`src/verilog/ssb_pkg.sv`:
```
// ssb_pkg: constants and carriers for the step sequencer bank
// assumes a single scan clock domain and an apb register port
package ssb_pkg;
  localparam int SEQ_COUNT = 8;
  localparam int STEP_W    = 16;
  localparam int FLAG_N    = 32;
  localparam int ADDR_W    = 8;
  localparam int DATA_W    = 32;

  localparam logic [ADDR_W-1:0] STATUS_OFS  = 8'h00;
  localparam logic [ADDR_W-1:0] MASK_OFS    = 8'h04;
  localparam logic [ADDR_W-1:0] STATE_OFS   = 8'h08;
  localparam logic [ADDR_W-1:0] OFF_OFS     = 8'h0c;
  localparam logic [ADDR_W-1:0] PV_BASE     = 8'h20;
  localparam logic [ADDR_W-1:0] LIMIT_BASE  = 8'h40;
  localparam logic [ADDR_W-1:0] WORD_STRIDE = 8'h04;

  localparam int STATE_ACT_LSB = 0;
  localparam int STATE_CMP_LSB = 8;

  localparam logic [STEP_W-1:0]    LIMIT_RST = 16'h001f;
  localparam logic [STEP_W-1:0]    STEP_ZERO = 16'h0000;
  localparam logic [STEP_W-1:0]    STEP_ONE  = 16'h0001;
  localparam logic [SEQ_COUNT-1:0] SEQ_NONE  = 8'h00;
  localparam logic [DATA_W-1:0]    DATA_ZERO = 32'h0000_0000;
  localparam logic [FLAG_N-1:0]    FLAG_NONE = 32'h0000_0000;

  typedef struct packed {
    logic              advance;
    logic              countUp;
    logic              countDown;
    logic              deactivate;
    logic              jump;
    logic [STEP_W-1:0] jumpStep;
  } ssb_cmd_t;

  typedef struct packed {
    logic              active;
    logic              complete;
    logic [STEP_W-1:0] step;
  } ssb_view_t;

  typedef enum logic [2:0] {MV_HOLD, MV_OFF, MV_LOAD, MV_UP, MV_DOWN} ssb_move_t;

  function automatic logic [FLAG_N-1:0] ssb_decode(input logic              active,
                                                   input logic [STEP_W-1:0] step);
    ssb_decode = FLAG_NONE;
    if (active && (step < FLAG_N)) begin
      ssb_decode[step[4:0]] = 1'b1;
    end
  endfunction
endpackage

```
`src/verilog/ssb_step_sequencer_bank.sv`:
```
// ssb_step_sequencer_bank: eight step sequencers behind an apb slave
// assumes ladder commands come from logic on clk_sys, apb on clk_sys
`timescale 1ns/1ps
module ssb_step_sequencer_bank
  import ssb_pkg::*;
(
  // clock and reset
  input  wire logic                            clk_sys,
  input  wire logic                            rst_n,
  // apb slave
  input  wire logic                            psel,
  input  wire logic                            penable,
  input  wire logic                            pwrite,
  input  wire logic [ADDR_W-1:0]               paddr,
  input  wire logic [DATA_W-1:0]               pwdata,
  output logic [DATA_W-1:0]                    prdata,
  output logic                                 pready,
  output logic                                 pslverr,
  // ladder commands
  input  wire ssb_cmd_t [SEQ_COUNT-1:0]        seqCmd,
  // sequencer state
  output logic [SEQ_COUNT-1:0][FLAG_N-1:0]     stepFlag,
  output logic [SEQ_COUNT-1:0]                 completeFlag,
  // interrupt
  output logic                                 irq
);
  logic                            setup;
  logic                            wrAcc;
  logic                            statusWr;
  logic                            maskWr;
  logic                            addrKnown;
  logic [DATA_W-1:0]               rdMux;
  logic [SEQ_COUNT-1:0]            pvWr;
  logic [SEQ_COUNT-1:0]            limWr;
  logic [SEQ_COUNT-1:0]            offWr;
  logic [SEQ_COUNT-1:0]            wrapPulse;
  logic [SEQ_COUNT-1:0]            status_reg;
  logic [SEQ_COUNT-1:0]            status_next;
  logic [SEQ_COUNT-1:0]            mask_reg;
  logic [SEQ_COUNT-1:0]            mask_next;
  logic [SEQ_COUNT-1:0][STEP_W-1:0] limit_reg;
  logic [DATA_W-1:0]               prdata_reg;
  logic                            pready_reg;
  logic                            pslverr_reg;
  logic                            irq_reg;
  ssb_cmd_t [SEQ_COUNT-1:0]        cmdIn;
  ssb_view_t [SEQ_COUNT-1:0]       chanView;
  // assertion helpers
  ssb_cmd_t [SEQ_COUNT-1:0]        cmdPrev_reg;
  logic [SEQ_COUNT-1:0]            upRise;
  logic [SEQ_COUNT-1:0]            dnRise;
  logic [SEQ_COUNT-1:0]            quiet;

  function automatic logic regHit(input logic [ADDR_W-1:0] addr,
                                  input logic [ADDR_W-1:0] base,
                                  input int                idx);
    regHit = (addr == (base + ADDR_W'(idx) * WORD_STRIDE));
  endfunction

  assign setup = psel & ~penable;
  assign wrAcc = psel & penable & pwrite & pready_reg;

  // address decode and read mux
  always_comb begin
    statusWr  = wrAcc && (paddr == STATUS_OFS);
    maskWr    = wrAcc && (paddr == MASK_OFS);
    addrKnown = 1'b0;
    rdMux     = DATA_ZERO;
    pvWr      = SEQ_NONE;
    limWr     = SEQ_NONE;
    offWr     = SEQ_NONE;
    unique case (paddr)
      STATUS_OFS: begin
        addrKnown                = 1'b1;
        rdMux[SEQ_COUNT-1:0]     = status_reg;
      end
      MASK_OFS: begin
        addrKnown                = 1'b1;
        rdMux[SEQ_COUNT-1:0]     = mask_reg;
      end
      STATE_OFS: begin
        addrKnown = 1'b1;
        for (int n = 0; n < SEQ_COUNT; n++) begin
          rdMux[STATE_ACT_LSB + n] = chanView[n].active;
          rdMux[STATE_CMP_LSB + n] = chanView[n].complete;
        end
      end
      OFF_OFS: begin
        addrKnown = 1'b1;
      end
      default: begin
      end
    endcase
    for (int n = 0; n < SEQ_COUNT; n++) begin
      offWr[n] = wrAcc && (paddr == OFF_OFS) && pwdata[n];
      // counter n present value is sequencer n step
      if (regHit(paddr, PV_BASE, n)) begin
        addrKnown            = 1'b1;
        pvWr[n]              = wrAcc;
        rdMux[STEP_W-1:0]    = chanView[n].step;
      end
      if (regHit(paddr, LIMIT_BASE, n)) begin
        addrKnown            = 1'b1;
        limWr[n]             = wrAcc;
        rdMux[STEP_W-1:0]    = limit_reg[n];
      end
    end
  end

  // software deactivation joins the ladder one
  always_comb begin
    for (int n = 0; n < SEQ_COUNT; n++) begin
      cmdIn[n]            = seqCmd[n];
      cmdIn[n].deactivate = seqCmd[n].deactivate | offWr[n];
    end
  end

  // apb answer: zero wait, data sampled in setup
  always_ff @(posedge clk_sys) begin
    if (!rst_n) begin
      prdata_reg  <= DATA_ZERO;
      pready_reg  <= 1'b0;
      pslverr_reg <= 1'b0;
    end else begin
      pready_reg <= 1'b1;
      if (setup) begin
        prdata_reg  <= pwrite ? DATA_ZERO : rdMux;
        pslverr_reg <= ~addrKnown;
      end
    end
  end

  always_ff @(posedge clk_sys) begin
    if (!rst_n) begin
      for (int n = 0; n < SEQ_COUNT; n++) begin
        limit_reg[n] <= LIMIT_RST;
      end
    end else begin
      for (int n = 0; n < SEQ_COUNT; n++) begin
        if (limWr[n]) begin
          limit_reg[n] <= pwdata[STEP_W-1:0];
        end
      end
    end
  end

  // wrap events: set wins over write-one clear
  assign status_next = (status_reg & ~(statusWr ? pwdata[SEQ_COUNT-1:0] : SEQ_NONE))
                     | wrapPulse;
  assign mask_next   = maskWr ? pwdata[SEQ_COUNT-1:0] : mask_reg;

  always_ff @(posedge clk_sys) begin
    if (!rst_n) begin
      status_reg <= SEQ_NONE;
      mask_reg   <= SEQ_NONE;
      irq_reg    <= 1'b0;
    end else begin
      status_reg <= status_next;
      mask_reg   <= mask_next;
      irq_reg    <= |(status_next & mask_next);
    end
  end

  always_ff @(posedge clk_sys) begin
    if (!rst_n) begin
      cmdPrev_reg <= '0;
    end else begin
      cmdPrev_reg <= cmdIn;
    end
  end

  always_comb begin
    for (int n = 0; n < SEQ_COUNT; n++) begin
      upRise[n] = (cmdIn[n].advance & ~cmdPrev_reg[n].advance)
                | (cmdIn[n].countUp & ~cmdPrev_reg[n].countUp);
      dnRise[n] = cmdIn[n].countDown & ~cmdPrev_reg[n].countDown;
      quiet[n]  = ~cmdIn[n].deactivate & ~cmdIn[n].jump & ~pvWr[n];
    end
  end

  assign prdata  = prdata_reg;
  assign pready  = pready_reg;
  assign pslverr = pslverr_reg;
  assign irq     = irq_reg;

  // eight sequencers, each on its own counter
  for (genvar n = 0; n < SEQ_COUNT; n++) begin : g_seq
    ssb_seq_chan u_chan (
      .clk_sys   (clk_sys),
      .rst_n     (rst_n),
      .cmd       (cmdIn[n]),
      .swLoad    (pvWr[n]),
      .swValue   (pwdata[STEP_W-1:0]),
      .limit     (limit_reg[n]),
      .view      (chanView[n]),
      .stepFlag  (stepFlag[n]),
      .wrapPulse (wrapPulse[n])
    );

    assign completeFlag[n] = chanView[n].complete;

  end
endmodule

```
`src/verilog/ssb_seq_chan.sv`:
```
// ssb_seq_chan: one sequencer sharing its step with one counter
// assumes commands are levels from logic on clk_sys
`timescale 1ns/1ps
module ssb_seq_chan
  import ssb_pkg::*;
(
  // clock and reset
  input  wire logic              clk_sys,
  input  wire logic              rst_n,
  // commands
  input  wire ssb_cmd_t          cmd,
  input  wire logic              swLoad,
  input  wire logic [STEP_W-1:0] swValue,
  input  wire logic [STEP_W-1:0] limit,
  // state
  output ssb_view_t              view,
  output logic [FLAG_N-1:0]      stepFlag,
  output logic                   wrapPulse
);
  logic              advPrev_reg;
  logic              upPrev_reg;
  logic              dnPrev_reg;
  logic              upEdge;
  logic              dnEdge;
  logic              wrap_next;
  logic              wrap_reg;
  logic [FLAG_N-1:0] flag_reg;
  ssb_move_t         move;
  ssb_view_t         view_reg;
  ssb_view_t         view_next;

  // edges only; a held level does nothing more
  assign upEdge = (cmd.advance & ~advPrev_reg) | (cmd.countUp & ~upPrev_reg);
  assign dnEdge = cmd.countDown & ~dnPrev_reg;

  always_comb begin
    if (cmd.deactivate) begin
      move = MV_OFF;
    end else if (cmd.jump || swLoad) begin
      move = MV_LOAD;
    end else if (upEdge) begin
      move = MV_UP;
    end else if (dnEdge) begin
      move = MV_DOWN;
    end else begin
      move = MV_HOLD;
    end
  end

  always_comb begin
    view_next = view_reg;
    wrap_next = 1'b0;
    unique case (move)
      MV_OFF: begin
        view_next = '0;
      end
      MV_LOAD: begin
        view_next.active = 1'b1;
        view_next.step   = cmd.jump ? cmd.jumpStep : swValue;
      end
      MV_UP: begin
        view_next.complete = 1'b0;
        if (!view_reg.active) begin
          view_next.active = 1'b1;
          view_next.step   = STEP_ONE;
        end else if (view_reg.step == limit) begin
          view_next.step     = STEP_ZERO;
          view_next.complete = 1'b1;
          wrap_next          = 1'b1;
        end else begin
          view_next.step = view_reg.step + STEP_ONE;
        end
      end
      MV_DOWN: begin
        if (view_reg.active) begin
          // below step 0 the sequencer comes back at its limit
          view_next.step = (view_reg.step == STEP_ZERO) ? limit
                                                        : view_reg.step - STEP_ONE;
        end
      end
      MV_HOLD: begin
      end
    endcase
  end

  always_ff @(posedge clk_sys) begin
    if (!rst_n) begin
      advPrev_reg <= 1'b0;
      upPrev_reg  <= 1'b0;
      dnPrev_reg  <= 1'b0;
    end else begin
      advPrev_reg <= cmd.advance;
      upPrev_reg  <= cmd.countUp;
      dnPrev_reg  <= cmd.countDown;
    end
  end

  always_ff @(posedge clk_sys) begin
    if (!rst_n) begin
      view_reg <= '0;
      wrap_reg <= 1'b0;
      flag_reg <= FLAG_NONE;
    end else begin
      view_reg <= view_next;
      wrap_reg <= wrap_next;
      flag_reg <= ssb_decode(view_next.active, view_next.step);
    end
  end

  assign view      = view_reg;
  assign stepFlag  = flag_reg;
  assign wrapPulse = wrap_reg;
endmodule

```
`config.mk`:
```
export PLATFORM = sky130hd
export DESIGN_NAME = ssb_step_sequencer_bank
export DESIGN_NICKNAME = d
export VERILOG_FILES = /design/src/verilog/ssb_pkg.sv /design/src/verilog/ssb_step_sequencer_bank.sv /design/src/verilog/ssb_seq_chan.sv
export SDC_FILE = /design/constraint.sdc
export NUM_CORES = 2
export LEC_CHECK = 0
export BUFFER_PORTS_ARGS = -buffer_cell sky130_fd_sc_hd__buf_4
export CORE_MARGIN = 1
export CORE_UTILIZATION = 45
export CTS_BUF_LIST = sky130_fd_sc_hd__clkbuf_16
export DETAILED_ROUTE_END_ITERATION = 16
export HOLD_SLACK_MARGIN = 0.02
export PLACE_DENSITY = 0.65
export SLEW_MARGIN = 25
export SYNTH_ARGS = -nofsm -noshare
export SYNTH_HDL_FRONTEND = slang
export SYNTH_SLANG_ARGS = --single-unit
```
`constraint.sdc`:
```
create_clock -name clk_sys -period 5.4 [get_ports clk_sys]
set_input_delay 0.27 -clock clk_sys [delete_from_list [all_inputs] [get_ports clk_sys]]
set_output_delay 0.27 -clock clk_sys [all_outputs]
set_load 0.1 [all_outputs]
```
==> reports/qor.csv <==
stage,metric,value,unit
yosys,Synth Area per Inst,7.49,sq um
die,DIE AREA,80600,sq um
routing,post-route ant nets,0,
routing,DR vias/cell,6.52,
clock_network,postcts setup bufs,0,
clock_network,clock slew at reported path FFs,0.06,ns
power_and_ir_drop,maximum vdd ir drop,0.222,mV
clock_network,CTS sink count,595,
sta,setup ws final,1.07,ns
power_and_ir_drop,total power,11.5,mW
yosys,post-synthesis mux area share,0.0107,
yosys,"FFs w/ async S/R, synth",0,
routing,drt total wl,161,mm
placed_design,Setup WS pre-CTS,0.950,ns
sta,fmax,231,MHz
run_status,outcome,"finished, final reports clean",
sta,RSZ-0062 raised after global routing,no,
critical_path,critical-path cell list,inv_1 -> ha_1 -> nor4b_1 -> nand4_1 -> o21ai_0 -> nand2_1 -> a32oi_1 -> o21ai_0 -> or3b_2 -> nor4b_1,
flow_run,MaxCap Viol Count,0,
sta,Final period util,0.802,
clock_network,later-pin clock latency in the skew report,0.63,ns
global_route,number of global-route vias before repair,36500,
sta,clk_skew,0.0189,ns
cells_and_area,share of cells above drive strength 1,0.164,
yosys,Synth Area in Compound Gates,0.228,
clock_network,clk root buf,clkbuf_16,
power_and_ir_drop,Leak Pwr,15.6,nW
critical_path,crit-path max cell delay,0.67,ns
sta,setup violators final,0,
global_route,largest net degree at the start of global routing,88,
yosys,top-area cell type share of the netlist area,0.333,
critical_path,Worst Path Arrival,4.85,ns
power_and_ir_drop,power per cell area,270,nW/um^2
die,Starting Density,0.454,
sta,"Hold Vio Cnt, Final",0,
yosys,cell area after synthesis,35800,sq um
yosys,cells after synthesis,4776,
critical_path,Slowest cell on crit path,or3b_2,
yosys,#FFs+latches synth,595,
cells_and_area,"leading cell type in the layout, fill and taps excluded",buf_4,
yosys,Synth area leader,dfxtp_1,
yosys,Post-synth EDFFs,0,
critical_path,CP max FO,14,
critical_path,Crit path max-delay family,simple AND/OR/NAND/NOR gates,
critical_path,startpoint types,register,
global_route,global-route wire length before repair,239,mm
sta,Worst-Margin Slew,1.06,ns
yosys,"top cells by area, synth","dfxtp_1 33%, nand2_1 6.2%, nor2_1 5.3%",
placed_design,routability cong.,1.01,
yosys,XOR/XNOR Fraction of Synth Area,0.0455,
yosys,Syn. warnings,0,
die,core area,78900,sq um
placed_design,hpwl dp,115,mm
cells_and_area,Final Net Count,5284,
cells_and_area,fillers,7722,
cells_and_area,Largest register FFs,256,
cells_and_area,Area Overhead vs Synth,18.9,%
critical_path,Worst Path Buf+Inv,1,
clock_network,cts repair resizes,0,
sta,Max transition margin,0.290,
yosys,largest family of logic cells by synthesized area,simple AND/OR/NAND/NOR gates,
global_route,initial antenna violation count,8,
routing,drt wl/cell,26.2,microns
global_route,gr ovfl total,0,
clock_network,clock buffer depth,3,
global_route,Total GRT Usage,0.382,
critical_path,critical path class,reg2reg,
hold_path,Min-Delay Path Class,in2reg,
yosys,Post-Synth Adder-Cell Area,0.00699,
clock_network,H-tree depth,3,
cells_and_area,"commonest cells after routing, fill and taps aside","599 x buf_4, 595 x nand2_1, 595 x dfxtp_1, 502 x nor2_1, 318 x a21oi_1",
die,Rows,103,
die,Die Ht,284,microns
sta,post-route setup TNS,0,ns
yosys,top_reg_cell synth,dfxtp_1,
routing,drt first pass iters,8,
placed_design,Port Buffers,479,
sta,hold slack,0.0550,ns
sta,"Slew Viols, Final",0,
routing,starting DRC count in detailed routing,5858,
clock_network,TritonCTS clock tree,yes,
sta,minimum clock period,4.33,ns
placed_design,post-placement cell area,39800,sq um
die,Die Width,284,microns
yosys,Netlist cell types,111,
clock_network,CTS buffer count,69,
critical_path,CP Data Required Time,5.92,ns
die,# IOs,512,
routing,DR DRC count,0,
cells_and_area,cell area after layout,42500,sq um
routing,DR vias,40200,
clock_network,hold buffers post-CTS,27,
critical_path,CP Capture Type,register,
yosys,sequential area share after synthesis,0.333,
yosys,Synth Area in Simple Gates,0.315,
logic make-up (layout without fill, tap and decap cells):
group	count (synthesis)	count (layout)
and+or+nand+nor	2215	2215
AOI/OAI and AO/OA	1205	1205
DFF	595	595
buffers and inverters	516	830
xor gates and xnor gates	186	186
muxes	38	38
adders and majority gates	20	20
other	1	22
routing by layer:
metal	global-route usage	vias up	share of wire
li1	-	18000	-
met1	0.514	19000	0.40
met2	0.574	2698	0.43
met3	0.0875	462	0.12
met4	0.184	2	0.052
met5	0	-	0.000081
layout make-up:
type / count / area (sq um) / share of cell area
clock inverter: 55 / 619 / 0.0146
antenna: 6 / 15.0 / 0.000353
multi-input combinational: 3680 / 21900 / 0.514
timing repair buffer: 627 / 4790 / 0.113
tap: 1050 / 1310 / 0.0309
clock buffer: 70 / 1750 / 0.0412
sequential: 595 / 11900 / 0.280
inverter: 78 / 298 / 0.00700
synth_stat cells (all sizes together), types with 20 or more instances:
master,count
nor4,106
and3,44
a21oi,318
nand2b,56
nor3,210
xor2,28
a221oi,32
nor2b,43
o211ai,44
o31ai,35
nand2,595
dfxtp,595
nand3b,27
or3,36
nand3,205
nor4b,29
and2,87
buf,107
nor3b,20
mux2i,36
o22ai,61
nand4,125
ha,20
clkbuf,331
or2,27
a31oi,62
o221ai,22
a211oi,49
a22oi,52
and4,22
nor2,508
xnor2,158
o21ai,216
a41oi,21
inv,76
or4,25
stage by stage:
| stage | util | instances |
|---|---|---|
| after floorplan | - | 4791 |
| after CTS | 0.539 | 6154 |
| after detailed placement | 0.505 | 6002 |
| final | 0.539 | 6161 |
| after global routing | 0.539 | 6158 |
| after global placement | 0.505 | 6002 |
worst reg2reg max path, cell delays in order (launching register included):
cell	delay [ns]
dfxtp_1	0.47
inv_1	0.18
ha_1	0.26
nor4b_1	0.62
nand4_1	0.62
o21ai_0	0.40
nand2_1	0.10
a32oi_1	0.27
o21ai_0	0.31
or3b_2	0.68
nor4b_1	0.33
worst paths after layout:
path	start	end	slack, ns	cells after the start
setup reg to reg	g_seq[5].u_chan.view[0]$_SDFF_PN0_	g_seq[5].u_chan.stepFlag[1]$_SDFF_PN0_	1.07	10
hold / removal	seqCmd[135]	g_seq[6].u_chan.view[9]$_SDFF_PN0_	0.06	5
hold reg to reg	prdata[8]$_SDFFE_PN0P_	prdata[8]$_SDFFE_PN0P_	0.45	2
setup / recovery	g_seq[5].u_chan.view[0]$_SDFF_PN0_	g_seq[5].u_chan.stepFlag[1]$_SDFF_PN0_	1.07	10
power breakdown:
group	leakage, nW	internal (mW)	total (mW)	switching (mW)
clock network	1.17	2.92	4.97	2.06
registers	4.82	4.45	4.61	0.165
logic	9.58	0.632	1.88	1.25
total	15.6	8.00	11.5	3.48
(Power assumes the default switching activity.)
